$ cat config.mk
export PLATFORM = sky130hd
export DESIGN_NAME = rtc_time_of_day_alarm
export DESIGN_NICKNAME = d
export VERILOG_FILES = /design/src/rtc_pkg.sv /design/src/rtc_time_of_day_alarm.sv
export VERILOG_INCLUDE_DIRS = /design/src
export SDC_FILE = /design/constraint.sdc
export NUM_CORES = 1
export LEC_CHECK = 0
export BUFFER_PORTS_ARGS = -buffer_cell sky130_fd_sc_hd__buf_2
export CORE_UTILIZATION = 65
export DETAILED_ROUTE_END_ITERATION = 10
export PLACE_DENSITY = 0.86
export SLEW_MARGIN = 20
export SYNTH_ARGS = -nofsm -noshare
export SYNTH_HDL_FRONTEND = slang
export SYNTH_SLANG_ARGS = --single-unit
$ cat constraint.sdc
create_clock -name clk -period 12.1 [get_ports clk]
set_input_delay 2.42 -clock clk [delete_from_list [all_inputs] [get_ports clk]]
set_output_delay 2.42 -clock clk [all_outputs]
set_load 0.05 [all_outputs]
$ cat src/rtc_map.svh
// Register offsets, field positions, reset values and timing counts of the clock block.
// What this block does
// - Seconds, minutes, hours and days advance from the incoming one-per-second tick.
// - With alarm enabled, an interrupt rises when running time reaches the alarm values.
// - A sampling timer makes fixed-frequency events independent of the alarm.
// - Periodic events occur every second, minute, hour and day.
// - Seconds are a six-bit counter in the seconds register.
// - Six-bit minutes and five-bit hours share the hours-and-minutes register.
// - Days are a sixteen-bit counter in the days register.
// - Three alarm registers mirror the counters; full equality raises the alarm event.
// - A stopwatch counts down in minute steps and flags on a minute boundary.
// - Time registers read and write anytime; a write replaces the running time at once.
// - Power-on reset zeroes reserved bits; time fields take no promised value.
// - Hours sit in bits 12 to 8; software writes only 0 to 23.
// - Minutes sit in bits 5 to 0; software writes only 0 to 59.
// - Seconds sit in bits 5 to 0; software writes only 0 to 59.
// - Reserved bits 31 to 13 and 7 to 6 read as zero.
// - Alarm hours sit in bits 12 to 8, range 0 to 23, as the counter.
// - Alarm minutes sit in bits 5 to 0, range 0 to 59.
// - Alarm registers read and write at any time without waiting.
// - Ten registers plus two oscillator count words, three unmapped words between.
// - Control bit 7 enables the clock; the soft reset leaves it unchanged.
// - Status bits set on events regardless of enables; writing one clears them.
`ifndef RTC_MAP_SVH
`define RTC_MAP_SVH

`define RTC_OFS_TIME_HM    12'h3C0
`define RTC_OFS_TIME_SEC   12'h3C4
`define RTC_OFS_ALM_HM     12'h3C8
`define RTC_OFS_ALM_SEC    12'h3CC
`define RTC_OFS_CTRL       12'h3D0
`define RTC_OFS_STATUS     12'h3D4
`define RTC_OFS_IRQ_EN     12'h3D8
`define RTC_OFS_STOPWATCH  12'h3DC
`define RTC_OFS_DAYS       12'h3E0
`define RTC_OFS_ALM_DAY    12'h3E4
`define RTC_OFS_OSC_UPPER  12'h3F4
`define RTC_OFS_OSC_LOWER  12'h3F8

`define RTC_HOURS_MSB      12
`define RTC_HOURS_LSB      8
`define RTC_MIN_MSB        5
`define RTC_SEC_MSB        5
`define RTC_CTRL_EN_BIT    7
`define RTC_CTRL_SRST_BIT  0

`define RTC_SEC_LAST       6'h3B
`define RTC_MIN_LAST       6'h3B
`define RTC_HOUR_LAST      5'h17
`define RTC_STOPWATCH_OFF  6'h3F
`define RTC_EN_RESET       1'b1

`define RTC_NUM_EVENTS     10
`define RTC_EV_STOPWATCH   0
`define RTC_EV_MINUTE      1
`define RTC_EV_ALARM       2
`define RTC_EV_DAY         3
`define RTC_EV_SECOND      4
`define RTC_EV_HOUR        5
`define RTC_EV_SAMPLE0     6

`define RTC_RESP_OKAY      2'h0
`define RTC_RESP_SLVERR    2'h2

`define RTC_CLK_HZ         50000000
`define RTC_SAMPLE_HZ      64
`define RTC_SAMPLE_CYCLES  (`RTC_CLK_HZ / `RTC_SAMPLE_HZ)

`endif

$ cat src/rtc_pkg.sv
// Types shared by the clock block: bus channel bundles.
package rtc_pkg;

    typedef struct packed {
        logic [11:0] awaddr;
        logic        awvalid;
        logic [31:0] wdata;
        logic [3:0]  wstrb;
        logic        wvalid;
        logic        bready;
        logic [11:0] araddr;
        logic        arvalid;
        logic        rready;
    } axiReq_t;

    typedef struct packed {
        logic        awready;
        logic        wready;
        logic [1:0]  bresp;
        logic        bvalid;
        logic        arready;
        logic [31:0] rdata;
        logic [1:0]  rresp;
        logic        rvalid;
    } axiRsp_t;

endpackage : rtc_pkg

$ cat src/rtc_time_of_day_alarm.sv
// Time-of-day clock with alarm, stopwatch, periodic events and a register slave.
//
// The AXI4-Lite register port was decided locally.
`timescale 1ns/1ps
`default_nettype none
`include "rtc_map.svh"

module rtc_time_of_day_alarm #(
    parameter int unsigned SAMPLE_DIV = `RTC_SAMPLE_CYCLES
) (
    input  wire logic             clk,
    input  wire logic             rst,
    input  wire rtc_pkg::axiReq_t bus,
    output wire rtc_pkg::axiRsp_t rsp,
    input  wire logic             tick1Hz,
    output logic                  irq
);
    import rtc_pkg::*;

    // ========================================================================
    // State
    // ========================================================================
    logic [4:0]  hours;
    logic [5:0]  minutes;
    logic [5:0]  seconds;
    logic [15:0] days;
    logic [4:0]  almHours;
    logic [5:0]  almMinutes;
    logic [5:0]  almSeconds;
    logic [15:0] almDays;
    logic        clockEnable;
    logic [`RTC_NUM_EVENTS-1:0] status;
    logic [`RTC_NUM_EVENTS-1:0] irqEnable;
    logic [5:0]  stopwatch;
    logic [31:0] oscUpper;
    logic [31:0] oscLower;
    logic [31:0] divCnt;
    logic [2:0]  sampCnt;
    logic        matchPrev;
    logic        bvalid;
    logic [1:0]  bresp;
    logic        rvalid;
    logic [31:0] rdata;
    logic [1:0]  rresp;

    // Merges a write into a word, lane by lane.
    function automatic logic [31:0] merge(input logic [31:0] old,
                                          input logic [31:0] wd,
                                          input logic [3:0]  st);
        logic [31:0] res;
        res = old;
        for (int i = 0; i < 4; i++) begin
            if (st[i]) begin
                res[i*8 +: 8] = wd[i*8 +: 8];
            end
        end
        return res;
    endfunction : merge

    // ========================================================================
    // Write decode
    // ========================================================================
    // Address and data are taken together; one write is outstanding at most.
    // A lone address or data beat waits for its partner.
    wire wrTake = bus.awvalid && bus.wvalid && !bvalid;
    wire [11:0] wa = bus.awaddr;
    wire wrHm    = wrTake && (wa == `RTC_OFS_TIME_HM);
    wire wrSec   = wrTake && (wa == `RTC_OFS_TIME_SEC);
    wire wrAHm   = wrTake && (wa == `RTC_OFS_ALM_HM);
    wire wrASec  = wrTake && (wa == `RTC_OFS_ALM_SEC);
    wire wrCtrl  = wrTake && (wa == `RTC_OFS_CTRL);
    wire wrStat  = wrTake && (wa == `RTC_OFS_STATUS);
    wire wrIen   = wrTake && (wa == `RTC_OFS_IRQ_EN);
    wire wrSw    = wrTake && (wa == `RTC_OFS_STOPWATCH);
    wire wrDays  = wrTake && (wa == `RTC_OFS_DAYS);
    wire wrADay  = wrTake && (wa == `RTC_OFS_ALM_DAY);
    wire wrOscU  = wrTake && (wa == `RTC_OFS_OSC_UPPER);
    wire wrOscL  = wrTake && (wa == `RTC_OFS_OSC_LOWER);
    wire wrHit   = wrHm | wrSec | wrAHm | wrASec | wrCtrl | wrStat | wrIen
                 | wrSw | wrDays | wrADay | wrOscU | wrOscL;

    // Read views; reserved bits read as zero.
    wire [31:0] curHm   = {19'h00000, hours, 2'b00, minutes};
    wire [31:0] curSec  = {26'h0000000, seconds};
    wire [31:0] curAHm  = {19'h00000, almHours, 2'b00, almMinutes};
    wire [31:0] curASec = {26'h0000000, almSeconds};
    wire [31:0] curCtrl = {24'h000000, clockEnable, 7'h00};
    wire [31:0] curStat = {22'h000000, status};
    wire [31:0] curIen  = {22'h000000, irqEnable};
    wire [31:0] curSw   = {26'h0000000, stopwatch};
    wire [31:0] curDays = {16'h0000, days};
    wire [31:0] curADay = {16'h0000, almDays};

    // Unstrobed byte lanes keep their contents.
    wire [31:0] mHm   = merge(curHm, bus.wdata, bus.wstrb);
    wire [31:0] mSec  = merge(curSec, bus.wdata, bus.wstrb);
    wire [31:0] mAHm  = merge(curAHm, bus.wdata, bus.wstrb);
    wire [31:0] mASec = merge(curASec, bus.wdata, bus.wstrb);
    wire [31:0] mCtrl = merge(curCtrl, bus.wdata, bus.wstrb);
    wire [31:0] mIen  = merge(curIen, bus.wdata, bus.wstrb);
    wire [31:0] mSw   = merge(curSw, bus.wdata, bus.wstrb);
    wire [31:0] mDays = merge(curDays, bus.wdata, bus.wstrb);
    wire [31:0] mADay = merge(curADay, bus.wdata, bus.wstrb);
    wire [31:0] mOscU = merge(oscUpper, bus.wdata, bus.wstrb);
    wire [31:0] mOscL = merge(oscLower, bus.wdata, bus.wstrb);
    wire [31:0] clrMask = bus.wdata & {{8{bus.wstrb[3]}}, {8{bus.wstrb[2]}},
                                       {8{bus.wstrb[1]}}, {8{bus.wstrb[0]}}};

    // Soft reset acts in the cycle of its write.
    wire softReset = wrCtrl && mCtrl[`RTC_CTRL_SRST_BIT];

    // ========================================================================
    // Time counting
    // ========================================================================
    // A time write wins over a tick in one cycle.
    // Out-of-range writes wrap at the next carry.
    wire advance = tick1Hz && clockEnable;
    wire secWrap = (seconds >= `RTC_SEC_LAST);
    wire minWrap = (minutes >= `RTC_MIN_LAST);
    wire hrWrap  = (hours >= `RTC_HOUR_LAST);
    wire secEvt  = advance;
    wire minEvt  = advance && secWrap;
    wire hrEvt   = minEvt && minWrap;
    wire dayEvt  = hrEvt && hrWrap;

    // Next values, taken on a tick for seconds and on a carry otherwise.
    wire [5:0]  incSec  = secWrap ? 6'h00 : seconds + 6'h01;
    wire [5:0]  incMin  = minWrap ? 6'h00 : minutes + 6'h01;
    wire [4:0]  incHr   = hrWrap ? 5'h00 : hours + 5'h01;
    wire [15:0] incDays = days + 16'h0001;

    // ========================================================================
    // Sampling timer and stopwatch
    // ========================================================================
    // The sampling timer runs from the system clock, so it keeps time only
    // while that clock runs at its nominal rate.
    wire sampTick = clockEnable && (divCnt >= 32'(SAMPLE_DIV - 1));
    wire [3:0] sampEvt;
    // Bit 6 is the base rate; each next bit halves it.
    assign sampEvt[0] = sampTick;
    assign sampEvt[1] = sampTick && sampCnt[0];
    assign sampEvt[2] = sampTick && (&sampCnt[1:0]);
    assign sampEvt[3] = sampTick && (&sampCnt);

    // A stopwatch at zero flags on the next minute and parks at all ones.
    // Any other written value arms it.
    wire swRunning = (stopwatch != `RTC_STOPWATCH_OFF);
    wire swEvt     = minEvt && swRunning && (stopwatch == 6'h00);

    // ========================================================================
    // Alarm
    // ========================================================================
    // Registered values are compared, so the event trails a tick.
    // Only a rising match counts; a standing one flags once.
    wire match = (hours == almHours) && (minutes == almMinutes)
              && (seconds == almSeconds) && (days == almDays);
    wire alarmEvt = match && !matchPrev;

    // One status bit per event source.
    wire [`RTC_NUM_EVENTS-1:0] events;
    assign events[`RTC_EV_STOPWATCH] = swEvt;
    assign events[`RTC_EV_MINUTE]    = minEvt;
    assign events[`RTC_EV_ALARM]     = alarmEvt;
    assign events[`RTC_EV_DAY]       = dayEvt;
    assign events[`RTC_EV_SECOND]    = secEvt;
    assign events[`RTC_EV_HOUR]      = hrEvt;
    assign events[`RTC_EV_SAMPLE0 +: 4] = sampEvt;

    // Set wins over a clear written in the same cycle.
    wire [`RTC_NUM_EVENTS-1:0] clrBits = wrStat ? clrMask[`RTC_NUM_EVENTS-1:0]
                                                : '0;
    wire [`RTC_NUM_EVENTS-1:0] next_status = (status & ~clrBits) | events;

    assign irq = |(status & irqEnable);

    // ========================================================================
    // Counter registers
    // ========================================================================
    // Power-on leaves time fields at zero; software must still set the time.
    // Soft reset clears time too; the enable and the match history survive.
    always_ff @(posedge clk or posedge rst) begin
        if (rst) begin
            seconds <= 6'h00;
            minutes <= 6'h00;
            hours   <= 5'h00;
            days    <= 16'h0000;
        end else if (softReset) begin
            seconds <= 6'h00;
            minutes <= 6'h00;
            hours   <= 5'h00;
            days    <= 16'h0000;
        end else begin
            if (wrSec) begin
                seconds <= mSec[`RTC_SEC_MSB:0];
            end else if (advance) begin
                seconds <= incSec;
            end
            if (wrHm) begin
                minutes <= mHm[`RTC_MIN_MSB:0];
                hours   <= mHm[`RTC_HOURS_MSB:`RTC_HOURS_LSB];
            end else begin
                if (minEvt) begin
                    minutes <= incMin;
                end
                if (hrEvt) begin
                    hours <= incHr;
                end
            end
            if (wrDays) begin
                days <= mDays[15:0];
            end else if (dayEvt) begin
                days <= incDays;
            end
        end
    end

    // ========================================================================
    // Alarm, control and interrupt registers
    // Alarm and oscillator words are plain storage.
    // ========================================================================
    always_ff @(posedge clk or posedge rst) begin
        if (rst) begin
            almSeconds <= 6'h00;
            almMinutes <= 6'h00;
            almHours   <= 5'h00;
            almDays    <= 16'h0000;
            irqEnable  <= '0;
            status     <= '0;
            stopwatch  <= `RTC_STOPWATCH_OFF;
            oscUpper   <= 32'h00000000;
            oscLower   <= 32'h00000000;
        end else if (softReset) begin
            almSeconds <= 6'h00;
            almMinutes <= 6'h00;
            almHours   <= 5'h00;
            almDays    <= 16'h0000;
            irqEnable  <= '0;
            status     <= '0;
            stopwatch  <= `RTC_STOPWATCH_OFF;
            oscUpper   <= 32'h00000000;
            oscLower   <= 32'h00000000;
        end else begin
            if (wrASec) begin
                almSeconds <= mASec[`RTC_SEC_MSB:0];
            end
            if (wrAHm) begin
                almMinutes <= mAHm[`RTC_MIN_MSB:0];
                almHours   <= mAHm[`RTC_HOURS_MSB:`RTC_HOURS_LSB];
            end
            if (wrADay) begin
                almDays <= mADay[15:0];
            end
            if (wrIen) begin
                irqEnable <= mIen[`RTC_NUM_EVENTS-1:0];
            end
            status <= next_status;
            if (wrSw) begin
                stopwatch <= mSw[5:0];
            end else if (swEvt) begin
                stopwatch <= `RTC_STOPWATCH_OFF;
            end else if (minEvt && swRunning) begin
                stopwatch <= stopwatch - 6'h01;
            end
            if (wrOscU) begin
                oscUpper <= mOscU;
            end
            if (wrOscL) begin
                oscLower <= mOscL;
            end
        end
    end

    // The enable bit sits outside the soft reset on purpose.
    always_ff @(posedge clk or posedge rst) begin
        if (rst) begin
            clockEnable <= `RTC_EN_RESET;
        end else if (wrCtrl) begin
            clockEnable <= mCtrl[`RTC_CTRL_EN_BIT];
        end
    end

    // The divider rests at zero while the clock is off.
    // Match history survives a soft reset, so zeroed time and alarm raise the alarm event unless already matching.
    always_ff @(posedge clk or posedge rst) begin
        if (rst) begin
            divCnt    <= 32'h00000000;
            sampCnt   <= 3'h0;
            matchPrev <= 1'b0;
        end else begin
            matchPrev <= match;
            if (softReset || !clockEnable || sampTick) begin
                divCnt <= 32'h00000000;
            end else begin
                divCnt <= divCnt + 32'h00000001;
            end
            if (softReset) begin
                sampCnt <= 3'h0;
            end else if (sampTick) begin
                sampCnt <= sampCnt + 3'h1;
            end
        end
    end

    // ========================================================================
    // Bus slave
    // ========================================================================
    // Unmapped words, the hole too, answer SLVERR and zero.
    wire [11:0] ra = bus.araddr;
    wire rdTake = bus.arvalid && !rvalid;
    logic [31:0] rdMux;
    logic        rdHit;
    always_comb begin
        rdHit = 1'b1;
        case (ra)
            `RTC_OFS_TIME_HM:   rdMux = curHm;
            `RTC_OFS_TIME_SEC:  rdMux = curSec;
            `RTC_OFS_ALM_HM:    rdMux = curAHm;
            `RTC_OFS_ALM_SEC:   rdMux = curASec;
            `RTC_OFS_CTRL:      rdMux = curCtrl;
            `RTC_OFS_STATUS:    rdMux = curStat;
            `RTC_OFS_IRQ_EN:    rdMux = curIen;
            `RTC_OFS_STOPWATCH: rdMux = curSw;
            `RTC_OFS_DAYS:      rdMux = curDays;
            `RTC_OFS_ALM_DAY:   rdMux = curADay;
            `RTC_OFS_OSC_UPPER: rdMux = oscUpper;
            `RTC_OFS_OSC_LOWER: rdMux = oscLower;
            default: begin
                rdMux = 32'h00000000;
                rdHit = 1'b0;
            end
        endcase
    end

    // A response stands until the master takes it.
    always_ff @(posedge clk or posedge rst) begin
        if (rst) begin
            bvalid <= 1'b0;
            bresp  <= `RTC_RESP_OKAY;
        end else if (wrTake) begin
            bvalid <= 1'b1;
            bresp  <= wrHit ? `RTC_RESP_OKAY : `RTC_RESP_SLVERR;
        end else if (bus.bready) begin
            bvalid <= 1'b0;
        end
    end

    // Read data is latched at the take and then held.
    always_ff @(posedge clk or posedge rst) begin
        if (rst) begin
            rvalid <= 1'b0;
            rdata  <= 32'h00000000;
            rresp  <= `RTC_RESP_OKAY;
        end else if (rdTake) begin
            rvalid <= 1'b1;
            rdata  <= rdMux;
            rresp  <= rdHit ? `RTC_RESP_OKAY : `RTC_RESP_SLVERR;
        end else if (bus.rready) begin
            rvalid <= 1'b0;
        end
    end

    // Ready rises only with both write beats present.
    assign rsp.awready = wrTake;
    assign rsp.wready  = wrTake;
    assign rsp.bvalid  = bvalid;
    assign rsp.bresp   = bresp;
    assign rsp.arready = !rvalid;
    assign rsp.rvalid  = rvalid;
    assign rsp.rdata   = rdata;
    assign rsp.rresp   = rresp;

endmodule : rtc_time_of_day_alarm
`default_nettype wire

* Word level (Yosys, flattened, before mapping)
Index checks and enable logic that the tools add are counted.
Storage, ports and cells: word-level logic and storage cells 228, input port bits 68, register bits after elaboration 231, output and inout port bits 42
Operators by class: add/subtract/negate cells 7, reduce and logical (&&, ||, !) cells 81, mux-type cells 54, $lt $le $gt $ge 4, bitwise operators 16, equal/unequal tests 35
Operator list (number):
- $pmux 32 s12 | 1
- $eq 12x10->1 const B | 24
- $mux 32 | 5
- $mux 6 | 17
- $mux 16 | 5
- $reduce_and 2->1 | 23
- $mux 10 | 4
- $mux 5 | 7
- $add 32x1->32 const B | 1
- $ge 32x20->1 const B | 1
- $mux 8 | 4
- $and 10x10->10 | 3
- $logic_and 1x1->1 | 30
- $reduce_bool 2->1 | 13
- $ne 3x2->1 const B | 6
- $add 16x1->16 const B | 1
- $eq 16x16->1 | 1
- $add 6x1->6 const B | 2
- $eq 6x6->1 | 2
- $ge 6x6->1 const B | 2
- $reduce_bool 3->1 | 4
- $reduce_or 12->1 | 1
- $or 1x1->1 | 11
- $not 10->10 | 1
- 16 further kinds | 28

* Longest topological paths before layout
depth in word-level cells 15, gate-level depth with buffers 8, gate-level depth less buffers 7

* Worst setup path after synthesis
OpenSTA, ideal clock, no wires.
path kind input to output, from input bus[15] (netlist name), to output rsp[39] (netlist name), slack 6.703 ns, required time 9.680 ns, stages 3, arrival time 2.977 ns, buffers on the path 1, cells stage by stage nand3b_2 -> inv_1 -> buf_4
On the way: word-level cells in the longest chain between the ends 2
Ends and longest elaborated chain:
- from (decl) | line rtc_time_of_day_alarm.sv:13 | input wire rtc_pkg::axiReq_t bus,
- $logic_and 1x1->1 (2 in series) | line rtc_time_of_day_alarm.sv:65 | wire wrTake = bus.awvalid && bus.wvalid && !bvalid;
- to (decl) | line rtc_time_of_day_alarm.sv:14 | output wire rtc_pkg::axiRsp_t rsp,
Every way passes these cells.

==> results by group <==
Timing
  • Max Clock Freq: 169.5 MHz
  • Final Setup Violations: 0
  • Setup TNS: 0 ps
  • RSZ-0062 raised after global routing: no
  • Rel. slew slack: 20.68%
  • Fin crit share: 48.77%
  • Skew final: 19.97 ps
  • Fin. max-slew vios: 0
  • Tmin final: 5901 ps
  • Hold Fails Final Rpt: 0
  • Slew @ Worst Pin: 1180 ps

Pwr
  • Power consumption: 0.001688 W
  • Peak VDD IR: 0.1181 mV
  • Pwr Density: 121.1 nW/um^2
  • Leak Pwr: 6.238 nW

Floorplanning
  • Initial Util: 67.40%
  • Die area: 19,440 um^2
  • Core region area: 18,210 um^2
  • Die Ht: 139.4 um
  • IO Count: 110
  • Die Wd: 139.4 um
  • Row cnt: 49

Yosys
  • Mapped Area: 12,270 um^2
  • Synth cell types: 80
  • Synth top area cells: dfrtp_1 45%, nand2_1 5.5%, mux2_2 5.1%
  • Avg Cell Area, Syn: 9.694 um^2
  • Primary FF master, synth: dfrtp_1
  • Synth warn: 0
  • Sequential share of the synthesized area: 46.76%
  • Cells after synthesis: 1,266
  • Synth Register Bits: 229
  • EDFF count, synth: 0
  • Synth top area share: 45.26%
  • Post-synth ARST share: 100.0%
  • Post-synth top area cell: dfrtp_1

Setup path
  • R2r worst-path depth: 7
  • Crit Path Class: input port to primary output
  • Setup crit start kind: input port
  • Critical path peak fanout: 17
  • Worst Path Arrival: 3480 ps
  • CP required: 9680 ps
  • Capturing point of the worst reg2reg path: almMinutes[3]
  • RR Startpoint: bvalid
  • Reg2reg setup slack: 8940 ps
  • Critical Path Sink Type: primary output

Clocking
  • Buffer count from post-CTS setup fixing: 0
  • Clk_lat worst skew: 540 ps
  • Clock transition at the registers of the reported paths: 60 ps
  • TritonCTS clock tree: yes
  • CTS Sinks: 229
  • Number of hold buffers added after cts: 0
  • Clock Root Buffer: clkbuf_16
  • Max H-tree Level: 1
  • Clock Tree Buf Depth: 3
  • Cts repair resizes: 0
  • CTS buffer count: 25

Placed design
  • Routability cong.: 0.9357
  • Hpwl dp: 23.79 mm
  • Placed Cells incl. Taps: 1,551
  • Port bufs: 107

Finish
  • Share of cells above drive strength 1: 19.65%
  • Layout Cells excl Fill: 1,603
  • Area growth syn-to-layout: 13.57%
  • Antenna cell count: 0
  • Final #Nets: 1,435

Detailed routing
  • Vias after detailed routing: 10,950
  • Final ANT Viol Nets: 0
  • DR vias/cell: 6.828
  • Iteration-0 DRC Markers: 1,526
  • WL final: 35.17 mm
  • Remaining DRCs: 0
  • DRT Pass-1 Iters: 7
  • Wire length per cell: 21.94 um

Run status
  • Outcome: finished clean

Hold path
  • Hold Crit Start: rdata[13]
  • Worst hold path depth: 2
  • HP Class: flop to flop
  • WHS Endpoint: rdata[13]

Global route
  • Aggregate global routing overflow: 0
  • Global Route Usage Sum: 36.39%
  • Vias in the first global route: 10,440
  • First-pass GRT wire length: 55.63 mm
  • Largest net degree at the start of global routing: 150
  • Initial antenna violation count: 0

Job
  • MaxCap Viol Count: 0
[cell type report]
type,count,area (um^2)
Inverter,33,131.4
Sequential cell,229,5739
Clock buffer,34,739.5
Multi-Input combinational cell,937,6147
Timing Repair Buffer,130,729.5
Tap cell,229,286.5
Fill cell,1202,4270
Clock inverter,11,165.2
[cells in the mapped netlist, drive strengths merged (6+ instances only)]
library cell	n
dfrtp	222
nand2	180
o21ai	108
nor2	68
mux2	56
clkbuf	55
nand3	46
a22oi	41
a21oi	38
inv	33
mux2i	32
xor2	29
buf	25
nor3	25
nor4	25
xnor2	25
nand4	24
a211oi	18
a222oi	11
and3	11
ha	11
o211ai	11
and2	10
and4	10
or3	10
or4	10
a221oi	8
a32oi	8
a31oi	7
dfstp	7
nand3b	7
a21boi	6
nor2b	6
[routing by layer]
layer | up-vias | track usage, % | part of all wire [%]
li1 | 4816 | - | -
met5 | - | 0 | 0
met2 | 760 | 55.75 | 45
met3 | 138 | 8.500 | 12
met4 | 0 | 15.44 | 4.0
met1 | 5231 | 49.94 | 39
[per-stage QoR]
step           hold WS, ps  worst slack, ps  utilization [%]  cell area, um^2
2_1_floorplan        444.4             3415                -            12320
3_3_place_gp         455.7             6265            71.13            12950
3_5_place_dp         464.7             6233            71.13            12950
4_1_cts              477.1             6230            76.09            13860
5_1_grt              503.9             6101            76.55            13940
6_report             472.9             6199            76.55            13940
[where the power goes]
group          internal (W)  total (W)  switching (W)
Sequential         0.000770   0.000773     0.00000235
Clock              0.000513   0.000826       0.000314
Combinational     0.0000217  0.0000896      0.0000679
[registers in the layout, indices dropped and copies added (netlist names), 6 cells and up]
| name | count |
|---|---|
| oscUpper | 32 |
| seconds | 6 |
| almMinutes | 6 |
| minutes | 6 |
| stopwatch | 6 |
| rdata | 32 |
| almSeconds | 6 |
| irqEnable | 10 |
| oscLower | 32 |
| divCnt | 32 |
| days | 16 |
| almDays | 16 |
| status | 10 |
[cell families (layout without fill, tap and decap cells)]
| group | after synthesis | in the layout | share of synthesized area, % |
|---|---|---|---|
| flip-flops | 229 | 229 | 46.76 |
| adder cells (fa/ha/maj) | 11 | 11 | 1.121 |
| XOR/XNOR | 54 | 54 | 3.854 |
| AO/OA/AOI/OAI | 306 | 306 | 16.64 |
| multiplexers | 90 | 90 | 8.115 |
| AND/OR/NAND/NOR | 462 | 462 | 19.66 |
| buffers and inverters | 113 | 208 | 3.823 |
| other | 1 | 14 | 0.03055 |
[cell usage in the layout, fill, tap and decap left out, types with 8 or more instances in the layout]
cell type,count
dfrtp_1,222
nand2_1,180
buf_2,108
o21ai_0,91
nor2_1,68
mux2_2,56
nand3_1,46
a22oi_1,40
a21oi_1,38
inv_1,32
mux2i_1,32
xor2_1,29
xnor2_1,25
clkbuf_16,25
nand4_1,24
nor3_1,22
a211oi_1,18
nor4_1,17
buf_4,16
conb_1,14
o21ai_1,12
and3_1,11
o211ai_1,11
a222oi_1,11
ha_1,11
or3_1,10
and2_1,10
or4_1,10
and4_1,10
a32oi_1,8
a221oi_1,8
clkbuf_8,8
[critical path, stage by stage]
cell	delay (ps)
buf_2	80
nand3b_2	380
inv_1	290
buf_2	300
[how the worst max path moves through the flow]
stage	start	endpoint	slack, ps
2_1_floorplan	rst	almDays[0]	3420
3_3_place_gp	bus[15]	rsp[40]	6270
3_5_place_dp	bus[15]	rsp[39]	6230
4_1_cts	bus[15]	rsp[39]	6230
5_1_grt	bus[15]	rsp[39]	6100
6_report	bus[15]	rsp[39]	6200
Note: power is estimated with default switching activity, not from simulation.
